===== config.mk =====
export PLATFORM = sky130hd
export DESIGN_NAME = thermal_fan_throttle_regs
export DESIGN_NICKNAME = d
export VERILOG_FILES = /design/src/hw/thermal_pkg.sv /design/src/hw/thermal_fan_throttle_regs.sv
export VERILOG_INCLUDE_DIRS = /design/src /design/src/hw
export SDC_FILE = /design/constraint.sdc
export NUM_CORES = 1
export LEC_CHECK = 0
export ABC_AREA = 1
export BUFFER_PORTS_ARGS = -buffer_cell sky130_fd_sc_hd__buf_2
export CAP_MARGIN = 5
export CORE_MARGIN = 2
export CORE_UTILIZATION = 44
export DETAILED_ROUTE_END_ITERATION = 16
export HOLD_SLACK_MARGIN = 0.06
export PLACE_DENSITY = 0.67
export SYNTH_ARGS = -nofsm -noshare
export SYNTH_HDL_FRONTEND = slang
export SYNTH_SLANG_ARGS = --single-unit

===== constraint.sdc =====
create_clock -name CLOCK_IN -period 3.8 [get_ports CLOCK_IN]
set_input_delay 0.76 -clock CLOCK_IN [delete_from_list [all_inputs] [get_ports CLOCK_IN]]
set_output_delay 0.76 -clock CLOCK_IN [all_outputs]
set_load 0.02 [all_outputs]

===== src/hw/thermal_defines.svh =====
// register offsets, field positions, reset values and timing counts of the thermal control bank
`ifndef THERMAL_DEFINES_SVH
`define THERMAL_DEFINES_SVH

// ****************************************************************
// register offsets
// ****************************************************************
`define OFS_ZONE12_SPIKE_SMOOTHING 8'hC2
`define OFS_LUT12_HYST_MIN_DUTY 8'hC3
`define OFS_LUT34_HYST_MIN_DUTY 8'hC4
`define OFS_GENERAL_OUTPUT_PULL_LOW 8'hC5
`define OFS_PROCESSOR_HOT_FORCE_CONTROL 8'hC6
`define OFS_PROCESSOR_HOT_MONITOR_INTERVAL 8'hC7

// ****************************************************************
// reset values
// ****************************************************************
`define RST_ZONE12_SPIKE_SMOOTHING 8'h00
`define RST_LUT12_HYST_MIN_DUTY 8'h00
`define RST_LUT34_HYST_MIN_DUTY 8'h00
`define RST_GENERAL_OUTPUT_PULL_LOW 8'h00
`define RST_PROCESSOR_HOT_FORCE_CONTROL 8'h00
`define RST_PROCESSOR_HOT_MONITOR_INTERVAL 8'h11

// ****************************************************************
// field positions
// ****************************************************************
`define ZONE1_WINDOW_LSB 0
`define ZONE1_USE_BIT 3
`define ZONE2_WINDOW_LSB 4
`define ZONE2_USE_BIT 7
`define HYST_LSB 0
`define MIN_DUTY_LSB 4
`define DUTY_SEL_LSB 0
`define CPU1_SUPPRESS_BIT 4
`define CPU2_SUPPRESS_BIT 5
`define CPU1_FORCE_BIT 6
`define CPU2_FORCE_BIT 7
`define CPU1_INTERVAL_LSB 0
`define CPU2_INTERVAL_LSB 4
`define INTERVAL_LAST_CODE 4'h9
`define MIN_DUTY_LAST_CODE 4'hC

// ****************************************************************
// timing
// ****************************************************************
`define CLOCK_HZ 25000000
`define THROTTLE_TICK_HZ 22500
`define THROTTLE_TICK_CYCLES (`CLOCK_HZ / `THROTTLE_TICK_HZ)
`define THROTTLE_PERIOD_TICKS 80
`define THROTTLE_STEP_TICKS 5
`define FILTER_FRAC_BITS 8

`endif


===== src/hw/thermal_pkg.sv =====
// shared types of the thermal control bank
`default_nettype none

package thermal_pkg;
    typedef logic [7:0] reg_byte_t;
    typedef logic [3:0] nibble_t;
    typedef logic [2:0] window_t;
    typedef logic [15:0] filter_acc_t;
endpackage : thermal_pkg

`default_nettype wire


===== src/hw/thermal_fan_throttle_regs.sv =====
// thermal smoothing, table hysteresis, pull-low outputs and forced processor-hot throttling
// Function
// - zone 1 window code bits 2:0 sets smoothing length, code 0 longest, 7 shortest
// - zone 2 window code bits 6:4, same encoding, independent of zone 1
// - use bit 3 or 7 selects filtered temperature for limits and fan control
// - raw reading always unfiltered; filtered value readable even with use bit clear
// - smoothing acts on converted samples, after converter averaging
// - bits 3:0 give table pair a hysteresis, resolution from fine step bit 4
// - bits 3:0 give table pair b hysteresis, resolution from fine step bit 5
// - bits 7:4 give minimum duty below base temperature; 13 codes valid
// - pull-low bit one drives pin low, zero leaves pin undriven
// - throttle waveform period is 80 ticks of the 22.5 kHz clock
// - asserted time is (duty code + 1) times 5 ticks
// - force bits 6 and 7 drive cpu1 and cpu2 hot lines with waveform
// - suppress bits 4 and 5 stop regulator-hot inputs asserting hot lines
// - with hot lines tied both lines drive together on either force bit
// - interval nibbles select monitor window, codes 0 to 9, A to F reserved
// - fine step bit set means hysteresis counts in half degree steps
`default_nettype none
`include "thermal_defines.svh"

module thermal_fan_throttle_regs
    import thermal_pkg::*;
#(
    parameter int TEMP_W = 8,
    parameter int TICK_CYCLES = `THROTTLE_TICK_CYCLES // clocks per throttle tick
) (
    input wire logic CLOCK_IN, // 25 MHz
    input wire logic RSTN_IN, // async reset, active low
    input wire logic [7:0] REG_ADDR_IN, // register offset from serial engine
    input wire logic REG_WR_IN, // write strobe, one cycle
    input wire logic [7:0] REG_WDATA_IN, // write data
    input wire logic REG_RD_IN, // read strobe, one cycle
    output logic [7:0] REG_RDATA_OUT, // read data, valid cycle after strobe
    input wire logic TABLE_PAIR_A_FINE_STEP_IN, // half degree steps for tables 1/2
    input wire logic TABLE_PAIR_B_FINE_STEP_IN, // half degree steps for tables 3/4
    input wire logic HOT_LINES_TIED_IN, // both hot pins shorted together
    input wire logic TEMP_SAMPLE_IN, // pulse: new converted zone samples
    input wire logic [TEMP_W-1:0] ZONE1_TEMP_IN, // converted zone 1 temperature
    input wire logic [TEMP_W-1:0] ZONE2_TEMP_IN, // converted zone 2 temperature
    output logic [TEMP_W-1:0] ZONE1_RAW_OUT, // unfiltered zone 1 reading
    output logic [TEMP_W-1:0] ZONE2_RAW_OUT, // unfiltered zone 2 reading
    output logic [TEMP_W-1:0] ZONE1_FILTERED_OUT, // smoothed zone 1
    output logic [TEMP_W-1:0] ZONE2_FILTERED_OUT, // smoothed zone 2
    output logic [TEMP_W-1:0] ZONE1_CONTROL_TEMP_OUT, // zone 1 for limits and fans
    output logic [TEMP_W-1:0] ZONE2_CONTROL_TEMP_OUT, // zone 2 for limits and fans
    output logic [4:0] TABLE_PAIR_A_HYST_HALF_OUT, // hysteresis in half degrees
    output logic [4:0] TABLE_PAIR_B_HYST_HALF_OUT, // hysteresis in half degrees
    output logic [3:0] TABLE_PAIR_A_MIN_DUTY_OUT, // minimum duty code
    output logic [3:0] TABLE_PAIR_B_MIN_DUTY_OUT, // minimum duty code
    output logic TABLE_PAIR_A_MIN_DUTY_VALID_OUT, // code maps to a duty
    output logic TABLE_PAIR_B_MIN_DUTY_VALID_OUT, // code maps to a duty
    output logic [7:0] GPIO_OUT, // pin drive level, always low
    output logic [7:0] GPIO_OE_OUT, // high while pulling pin low
    input wire logic CPU1_REGULATOR_HOT_IN, // regulator hot, processor 1
    input wire logic CPU2_REGULATOR_HOT_IN, // regulator hot, processor 2
    output logic CPU1_HOT_LINE_OUT, // open-drain level, always low
    output logic CPU1_HOT_LINE_OE_OUT, // high while hot line asserted
    output logic CPU2_HOT_LINE_OUT, // open-drain level, always low
    output logic CPU2_HOT_LINE_OE_OUT, // high while hot line asserted
    output logic [3:0] CPU1_MONITOR_INTERVAL_OUT, // monitor window code
    output logic [3:0] CPU2_MONITOR_INTERVAL_OUT, // monitor window code
    output logic CPU1_INTERVAL_RESERVED_OUT, // code A to F selected
    output logic CPU2_INTERVAL_RESERVED_OUT // code A to F selected
);

    localparam int TICK_W = $clog2(TICK_CYCLES);
    localparam logic [TICK_W-1:0] TICK_LAST = TICK_W'(TICK_CYCLES - 1);
    localparam logic [6:0] PERIOD_LAST = 7'(`THROTTLE_PERIOD_TICKS - 1);

    // ****************************************************************
    // register file
    // ****************************************************************
    reg_byte_t smooth_r, smooth_nxt;
    reg_byte_t lut12_r, lut12_nxt;
    reg_byte_t lut34_r, lut34_nxt;
    reg_byte_t pull_low_r, pull_low_nxt;
    reg_byte_t hot_ctl_r, hot_ctl_nxt;
    reg_byte_t interval_r, interval_nxt;
    reg_byte_t rdata_r, rdata_nxt;

    always_comb begin
        smooth_nxt = smooth_r;
        lut12_nxt = lut12_r;
        lut34_nxt = lut34_r;
        pull_low_nxt = pull_low_r;
        hot_ctl_nxt = hot_ctl_r;
        interval_nxt = interval_r;
        rdata_nxt = rdata_r;
        if (REG_WR_IN) begin
            unique case (REG_ADDR_IN)
                `OFS_ZONE12_SPIKE_SMOOTHING: smooth_nxt = REG_WDATA_IN;
                `OFS_LUT12_HYST_MIN_DUTY: lut12_nxt = REG_WDATA_IN;
                `OFS_LUT34_HYST_MIN_DUTY: lut34_nxt = REG_WDATA_IN;
                `OFS_GENERAL_OUTPUT_PULL_LOW: pull_low_nxt = REG_WDATA_IN;
                `OFS_PROCESSOR_HOT_FORCE_CONTROL: hot_ctl_nxt = REG_WDATA_IN;
                `OFS_PROCESSOR_HOT_MONITOR_INTERVAL: interval_nxt = REG_WDATA_IN;
                default: ;
            endcase
        end
        if (REG_RD_IN) begin
            unique case (REG_ADDR_IN)
                `OFS_ZONE12_SPIKE_SMOOTHING: rdata_nxt = smooth_r;
                `OFS_LUT12_HYST_MIN_DUTY: rdata_nxt = lut12_r;
                `OFS_LUT34_HYST_MIN_DUTY: rdata_nxt = lut34_r;
                `OFS_GENERAL_OUTPUT_PULL_LOW: rdata_nxt = pull_low_r;
                `OFS_PROCESSOR_HOT_FORCE_CONTROL: rdata_nxt = hot_ctl_r;
                `OFS_PROCESSOR_HOT_MONITOR_INTERVAL: rdata_nxt = interval_r;
                default: rdata_nxt = 8'h00;
            endcase
        end
    end

    always_ff @(posedge CLOCK_IN or negedge RSTN_IN) begin
        if (!RSTN_IN) begin
            smooth_r <= `RST_ZONE12_SPIKE_SMOOTHING;
            lut12_r <= `RST_LUT12_HYST_MIN_DUTY;
            lut34_r <= `RST_LUT34_HYST_MIN_DUTY;
            pull_low_r <= `RST_GENERAL_OUTPUT_PULL_LOW;
            hot_ctl_r <= `RST_PROCESSOR_HOT_FORCE_CONTROL;
            interval_r <= `RST_PROCESSOR_HOT_MONITOR_INTERVAL;
            rdata_r <= 8'h00;
        end else begin
            smooth_r <= smooth_nxt;
            lut12_r <= lut12_nxt;
            lut34_r <= lut34_nxt;
            pull_low_r <= pull_low_nxt;
            hot_ctl_r <= hot_ctl_nxt;
            interval_r <= interval_nxt;
            rdata_r <= rdata_nxt;
        end
    end

    assign REG_RDATA_OUT = rdata_r;

    // ****************************************************************
    // spike smoothing, one filter per zone
    // ****************************************************************
    logic [TEMP_W-1:0] temp_in [2];
    logic [TEMP_W-1:0] raw_r [2];
    logic [TEMP_W-1:0] filt_out [2];
    logic [TEMP_W-1:0] ctl_out [2];
    logic zone_use [2];
    window_t zone_win [2];

    assign temp_in[0] = ZONE1_TEMP_IN;
    assign temp_in[1] = ZONE2_TEMP_IN;
    assign zone_win[0] = smooth_r[`ZONE1_WINDOW_LSB +: 3];
    assign zone_win[1] = smooth_r[`ZONE2_WINDOW_LSB +: 3];
    assign zone_use[0] = smooth_r[`ZONE1_USE_BIT];
    assign zone_use[1] = smooth_r[`ZONE2_USE_BIT];

    localparam int ACC_W = TEMP_W + `FILTER_FRAC_BITS;

    for (genvar z = 0; z < 2; z++) begin : g_zone
        logic [ACC_W-1:0] acc_r, acc_nxt;
        logic [TEMP_W-1:0] raw_nxt;
        logic signed [ACC_W:0] diff;
        logic [3:0] shift;
        always_comb begin
            // longer window code 0 decays slowest; code 7 still averages two samples
            shift = 4'(4'h8 - {1'b0, zone_win[z]});
            diff = $signed({1'b0, temp_in[z], `FILTER_FRAC_BITS'(0)}) - $signed({1'b0, acc_r});
            acc_nxt = acc_r;
            raw_nxt = raw_r[z];
            if (TEMP_SAMPLE_IN) begin
                // filter sees only finished conversions, so it stacks on converter averaging
                acc_nxt = ACC_W'($signed({1'b0, acc_r}) + (diff >>> shift));
                raw_nxt = temp_in[z];
            end
        end
        always_ff @(posedge CLOCK_IN or negedge RSTN_IN) begin
            if (!RSTN_IN) begin
                acc_r <= '0;
                raw_r[z] <= '0;
            end else begin
                acc_r <= acc_nxt;
                raw_r[z] <= raw_nxt;
            end
        end
        assign filt_out[z] = acc_r[ACC_W-1 -: TEMP_W];
        assign ctl_out[z] = zone_use[z] ? filt_out[z] : raw_r[z];
    end

    assign ZONE1_RAW_OUT = raw_r[0];
    assign ZONE2_RAW_OUT = raw_r[1];
    assign ZONE1_FILTERED_OUT = filt_out[0];
    assign ZONE2_FILTERED_OUT = filt_out[1];
    assign ZONE1_CONTROL_TEMP_OUT = ctl_out[0];
    assign ZONE2_CONTROL_TEMP_OUT = ctl_out[1];

    // ****************************************************************
    // table hysteresis and minimum duty
    // ****************************************************************
    nibble_t hyst_a, hyst_b;
    assign hyst_a = lut12_r[`HYST_LSB +: 4];
    assign hyst_b = lut34_r[`HYST_LSB +: 4];
    // coarse step is one degree, i.e. two half degrees
    assign TABLE_PAIR_A_HYST_HALF_OUT = TABLE_PAIR_A_FINE_STEP_IN ? {1'b0, hyst_a}
                                                                  : {hyst_a, 1'b0};
    assign TABLE_PAIR_B_HYST_HALF_OUT = TABLE_PAIR_B_FINE_STEP_IN ? {1'b0, hyst_b}
                                                                  : {hyst_b, 1'b0};
    assign TABLE_PAIR_A_MIN_DUTY_OUT = lut12_r[`MIN_DUTY_LSB +: 4];
    assign TABLE_PAIR_B_MIN_DUTY_OUT = lut34_r[`MIN_DUTY_LSB +: 4];
    assign TABLE_PAIR_A_MIN_DUTY_VALID_OUT = lut12_r[`MIN_DUTY_LSB +: 4] <= `MIN_DUTY_LAST_CODE;
    assign TABLE_PAIR_B_MIN_DUTY_VALID_OUT = lut34_r[`MIN_DUTY_LSB +: 4] <= `MIN_DUTY_LAST_CODE;

    // ****************************************************************
    // open-drain general outputs
    // ****************************************************************
    assign GPIO_OUT = 8'h00;
    assign GPIO_OE_OUT = pull_low_r;

    // ****************************************************************
    // forced throttle waveform
    // ****************************************************************
    logic [TICK_W-1:0] tick_cnt_r, tick_cnt_nxt;
    logic [6:0] phase_r, phase_nxt;
    logic tick;
    logic [6:0] on_ticks;
    logic wave;
    logic force1, force2, reg_hot1, reg_hot2, drive1, drive2;
    logic hot1_r, hot2_r, hot1_nxt, hot2_nxt;

    assign tick = (tick_cnt_r == TICK_LAST);
    // free-running phase is not restarted by force toggles, so the first period after one can be partial
    always_comb begin
        tick_cnt_nxt = tick ? '0 : TICK_W'(tick_cnt_r + 1'b1);
        phase_nxt = phase_r;
        if (tick) begin
            phase_nxt = (phase_r == PERIOD_LAST) ? 7'h00 : 7'(phase_r + 7'h01);
        end
    end

    assign on_ticks = 7'(({3'h0, hot_ctl_r[`DUTY_SEL_LSB +: 4]} + 7'h01)
                         * 7'(`THROTTLE_STEP_TICKS));
    assign wave = (phase_r < on_ticks);
    assign force1 = hot_ctl_r[`CPU1_FORCE_BIT];
    assign force2 = hot_ctl_r[`CPU2_FORCE_BIT];
    assign reg_hot1 = CPU1_REGULATOR_HOT_IN & ~hot_ctl_r[`CPU1_SUPPRESS_BIT];
    assign reg_hot2 = CPU2_REGULATOR_HOT_IN & ~hot_ctl_r[`CPU2_SUPPRESS_BIT];

    always_comb begin
        drive1 = (force1 & wave) | reg_hot1;
        drive2 = (force2 & wave) | reg_hot2;
        if (HOT_LINES_TIED_IN) begin
            drive1 = drive1 | drive2;
            drive2 = drive1;
        end
        hot1_nxt = drive1;
        hot2_nxt = drive2;
    end

    always_ff @(posedge CLOCK_IN or negedge RSTN_IN) begin
        if (!RSTN_IN) begin
            tick_cnt_r <= '0;
            phase_r <= 7'h00;
            hot1_r <= 1'b0;
            hot2_r <= 1'b0;
        end else begin
            tick_cnt_r <= tick_cnt_nxt;
            phase_r <= phase_nxt;
            hot1_r <= hot1_nxt;
            hot2_r <= hot2_nxt;
        end
    end

    assign CPU1_HOT_LINE_OUT = 1'b0;
    assign CPU2_HOT_LINE_OUT = 1'b0;
    assign CPU1_HOT_LINE_OE_OUT = hot1_r;
    assign CPU2_HOT_LINE_OE_OUT = hot2_r;

    // ****************************************************************
    // monitor intervals
    // ****************************************************************
    // a change mid-measurement is not guarded here; software waits for sleep states
    assign CPU1_MONITOR_INTERVAL_OUT = interval_r[`CPU1_INTERVAL_LSB +: 4];
    assign CPU2_MONITOR_INTERVAL_OUT = interval_r[`CPU2_INTERVAL_LSB +: 4];
    assign CPU1_INTERVAL_RESERVED_OUT = interval_r[`CPU1_INTERVAL_LSB +: 4] > `INTERVAL_LAST_CODE;
    assign CPU2_INTERVAL_RESERVED_OUT = interval_r[`CPU2_INTERVAL_LSB +: 4] > `INTERVAL_LAST_CODE;

endmodule : thermal_fan_throttle_regs

`default_nettype wire


# Yosys cells after proc, flatten, opt, wreduce, memory -nomap -nowiden
# Index checks and enable logic that the tools add are counted.
# totals
reg_bits	124
latchBits	0
ram_bits	0
rom_bits	0
in_bits	42
elab_cells	64
n_memories	0
# op_classes
add_sub_neg	9
n_mul	1
div	0
order_cmp	5
eq_ne	8
n_shift	2
muxes	9
n_bitwise	9
n_reduce_logical	6
# op_table
cell	count
8-bit equality test, second input constant	6
8-bit one-hot mux with 6 select lines	1
17-bit by 4-bit >>> shifter with 16-bit output	2
16-bit by 16-bit subtractor with 17-bit output	2
16-bit adder	2
8-bit 2-to-1 mux	2
2-bit AND reduction	6
11-bit by 1-bit adder with 11-bit output, second input constant	1
11-bit equality test, second input constant	1
11-bit 2-to-1 mux	1
5-bit 2-to-1 mux	2
4-bit greater-than comparator, second input constant	2
4-bit <= comparator, second input constant	2
4-bit by 3-bit subtractor with 4-bit output, first input constant	2
7-bit by 1-bit adder with 7-bit output, second input constant	1
7-bit equality test, second input constant	1
7-bit < comparator	1
5-bit by 3-bit multiplier with 7-bit output, second input constant	1
7-bit 2-to-1 mux	1
4-bit by 1-bit adder with 5-bit output, second input constant	1
1-bit AND	4
1-bit OR	3
1-bit 2-to-1 mux	2
1-bit inverter	2

# Depth between registers and ports, before layout
# logic_depth
depth_word	7
depth_mapped	32
mapped_depth_nobuf	32

# Worst setup path before layout
# Ideal clock, no wire load.
# synth_path
kind	input -> register
startpoint	in ZONE1_TEMP_IN[2]
endpoint	reg g_zone[0].acc_r[14]
arrival_time_ns	3.780
t_required_ns	3.668
setup_slack_ns	-0.112
path_stages	28
cell_sequence	ha_1 nand2_1 inv_1 nand2_1 inv_1 nand2_1 nand3_2 a21oi_1 xor2_1 nand2_1 nand3_1 nand2_1 nand2_1 nand3_1 o21a_1 ha_1 fa_1 nand3_1 nand2_1 nand2_1 nand2_1 nand2_1 nand2_1 nand3_1 o2111ai_1 or2_2 nand3_1 o21ai_0
# synth_between
elab_chain_len	3
# synth_lines
item	line_no	rtl
start, declared	thermal_fan_throttle_regs.sv:39	input wire logic [TEMP_W-1:0] ZONE1_TEMP_IN,
16-bit by 16-bit subtractor with 17-bit output	thermal_fan_throttle_regs.sv:163	diff = $signed({1'b0, temp_in[z], `FILTER_FRAC_BITS'(0)}) - $signed({1'b0, acc_r});
17-bit by 4-bit >>> shifter with 16-bit output	thermal_fan_throttle_regs.sv:168	acc_nxt = ACC_W'($signed({1'b0, acc_r}) + (diff >>> shift));
16-bit adder	thermal_fan_throttle_regs.sv:168	
end signal, assigned	thermal_fan_throttle_regs.sv:177	acc_r <= acc_nxt;
end, declared	thermal_fan_throttle_regs.sv:156	logic [ACC_W-1:0] acc_r, acc_nxt;
# No other way between the ends.
# A chain may end at the register's enable or synchronous reset.

# Worst setup path after layout
# layout_path
startpoint	in ZONE1_TEMP_IN[1]
endpoint	reg g_zone[0].acc_r[12]
# The elaborated chain is that of the path after synthesis.

==> reports/summary.txt <==
DR pass1 iterations -> 5
origin of the critical flop-to-flop path -> g_zone[0].acc_r[0]$_DFFE_PN0P_
final period utilization -> 98.3%
Synth Warn # -> 0
Layout Utilization -> 59.3%
DIE HEIGHT -> 154 µm
Top FF cell, synth -> dfrtp_1
crit path launch type -> input port
share of cells above drive strength 1 -> 29.8%
Total Power -> 12.6 mW
DRT antenna net count -> 0
Post-synth EDFFs -> 0
Post-Syn Instances -> 1422
cell mode on critical path -> nand2_1
Layout area overhead -> 31.9%
Worst R2R Setup Slack -> 0.09 ns
FFs w/ async S/R, synth -> 100%
Worst Path Max Fanout -> 5
f_max -> 0.268 GHz
Layout Nets -> 1782
antenna violations before repair -> 0
PwrDens -> 966 nW/µm²
setup violators final -> 0
register area -> 3110 µm²
cell area after synthesis -> 9880 µm²
initial core utilization -> 45.0%
CP Class -> input port to register
Static Leakage -> 6.57 nW
skew final -> 0.0160 ns
Worst Setup End Kind -> register
all-layer global routing usage -> 25.4%
site row count -> 54
total gr overflow -> 0
Root Driver -> clkbuf_16
setup TNS -> 0 ns
Max Buffers Root-to-Sink -> 2
Die W -> 154 µm
synthesized flop and latch total -> 124
Die Area -> 23700 µm²
CTS Buf Count -> 17
FILL cells -> 1984
max-cap violation count -> 0
post-route design area -> 13000 µm²
WP data required -> 4.07 ns
cts hold-fix bufs -> 0
hpwl dp -> 22.9 mm
Max VDD drop -> 0.476 mV
Max-slew headroom -> 36.3%
largest net degree at the start of global routing -> 66
# diodes -> 0
WL/cell -> 15.8 µm
synthesized area per cell -> 6.95 µm²
Yosys cell types -> 55
placed cells -> 1913
Slew Viols, Final -> 0
Port Buf Inserts -> 137
Vias -> 10.4k
Placer Congestion -> 1.00
Vias per Instance -> 5.30
crit path DAT -> 4.01 ns
CP max stage delay -> 0.41 ns
Slew @ Worst Pin -> 0.950 ns
Worst-Skew Late Latency -> 0.42 ns
drt total wl -> 31.1 mm
Post-route DRC -> 0
initial drt markers -> 854
Placed Area -> 11600 µm²
worst hold-check path type -> input port to async pin
fin crit period -> 3.74 ns
number of global-route vias before repair -> 9705
core area -> 22000 µm²
Reg clk slew, reported paths -> 0.07 ns
H-tree levels -> 4
Critical Path Source -> ZONE1_TEMP_IN[1]
sequential share of the synthesized area -> 31.4%
Num Clock Sinks -> 124
CP max stage cell -> fa_2
# IOs -> 148
Multi-input gate area -> 6400 µm²
final hold viol count -> 0
CTS tree -> built
unrepaired setup endpoints after global routing -> true
Post-Layout Cell Count -> 1965
status -> complete, no violations
first-pass GRT wire length -> 48.4 mm
==> power breakdown <==
part	internal, mW	switching, mW
logic	4.18	4.92
registers	1.56	0.232
clock network	1.00	0.691
==> flip-flops by register name (all words and copies together), names as in the netlist <==
name,cells
ZONE1_RAW_OUT,8
hot_ctl_r,8
phase_r,7
g_zone.acc_r,32
tick_cnt_r,11
smooth_r,8
interval_r,8
lut34_r,8
CPU2_HOT_LINE_OE_OUT,1
ZONE2_RAW_OUT,8
lut12_r,8
CPU1_HOT_LINE_OE_OUT,1
REG_RDATA_OUT,8
GPIO_OE_OUT,8
==> cells in the final DEF (no fill, tap or decap), drive strengths merged <==
cell	Yosys	layout
nor3b	1	1
o21a	4	4
a211oi	1	1
o21ai	200	200
a21boi	3	3
clkbuf	29	19
dfstp	2	2
or2	8	8
o211ai	7	7
a221oi	1	1
xnor2	20	20
mux2i	1	1
nand3b	2	2
and3	1	1
buf	45	296
nor3	15	15
nor2	80	80
inv	177	183
conb	1	10
o21bai	9	9
fa	3	3
dfrtp	122	122
a21oi	70	70
clkinvlp	0	3
o2111ai	3	3
o22ai	8	8
nor4	2	2
xor2	30	30
ha	65	65
clkinv	3	5
nand4	10	10
a22o	6	6
o211a	1	1
a32o	2	2
nand2	371	371
a31oi	9	9
bufinv	0	2
o31ai	7	7
a31o	1	1
nand3	102	102
==> metrics by stage <==
stage | worst slack (ns) | hold WS, ns
after global routing | -0.238 | 0.358
final | 0.0642 | 0.309
after detailed placement | -0.510 | 0.475
after floorplan | -0.00514 | 0.453
after global placement | -0.443 | 0.468
after CTS | -0.00431 | 0.335
==> cell families after synthesis <==
kind of cell               Yosys count  share of synthesized area [%]
DFF                                124                           31.4
and+or+nand+nor                    592                           25.2
buffers and inverters              254                           11.3
muxes                                1                          0.101
AOI/OAI and AO/OA                  332                           18.6
xor gates and xnor gates            50                           4.43
other                                1                         0.0380
adders and majority gates           68                           8.84
==> synthesized netlist by cell type (all sizes together) (3+ instances only) <==
library cell / instances / share of area, %
a21boi: 3 / 0.23
a21oi: 70 / 3.6
a22o: 6 / 0.53
a31oi: 9 / 0.57
buf: 45 / 3.4
clkbuf: 29 / 1.1
clkinv: 3 / 0.11
dfrtp: 122 / 31
fa: 3 / 0.61
ha: 65 / 8.2
inv: 177 / 6.7
nand2: 371 / 14
nand3: 102 / 5.2
nand4: 10 / 0.63
nor2: 80 / 3.3
nor3: 15 / 0.98
o2111ai: 3 / 0.27
o211ai: 7 / 0.53
o21a: 4 / 0.30
o21ai: 200 / 10
o21bai: 9 / 0.68
o22ai: 8 / 0.51
o31ai: 7 / 0.53
or2: 8 / 0.51
xnor2: 20 / 1.8
xor2: 30 / 2.7
==> worst max-delay path: cells and delay by family <==
family                     cells  cell delay, ns
AOI/OAI and AO/OA              4            0.40
xor gates and xnor gates       2            0.36
adders and majority gates      3            0.86
buffers and inverters          4            0.28
and+or+nand+nor               19            1.34
==> final timing paths <==
check,to,cells past startpoint
worst max-delay path,g_zone[0].acc_r[12]$_DFFE_PN0P_,32
worst min-delay path,lut34_r[5]$_DFFE_PN0P_,1
worst max register to register,g_zone[0].acc_r[12]$_DFFE_PN0P_,27
worst min register to register,hot_ctl_r[5]$_DFFE_PN0P_,2
max in group asynchronous,g_zone[1].acc_r[12]$_DFFE_PN0P_,2
min in group CLOCK_IN,hot_ctl_r[5]$_DFFE_PN0P_,2
==> layer usage <==
metal	wire length (µm)	GRT usage, %
met1	13800	33.7
met2	14900	42.9
met3	1630	4.20
met4	729	7.30
met5	0	0
==> cell type report <==
class,instances,share of cell area [%]
Multi-Input combinational cell,1053,49.2
Sequential cell,124,23.8
Timing Repair Buffer,296,14.5
Inverter,180,5.22
Clock buffer,19,3.40
Tap cell,280,2.69
Clock inverter,13,1.19
==> repair_timing <==
action | CTS | global route
resized for setup | 5 | 159
setup buffers | 1 | 19
gates cloned | 0 | 0
endpoints found under the setup margin | 5 | 20
pin swaps | 3 | 65
(Power assumes the default switching activity.)
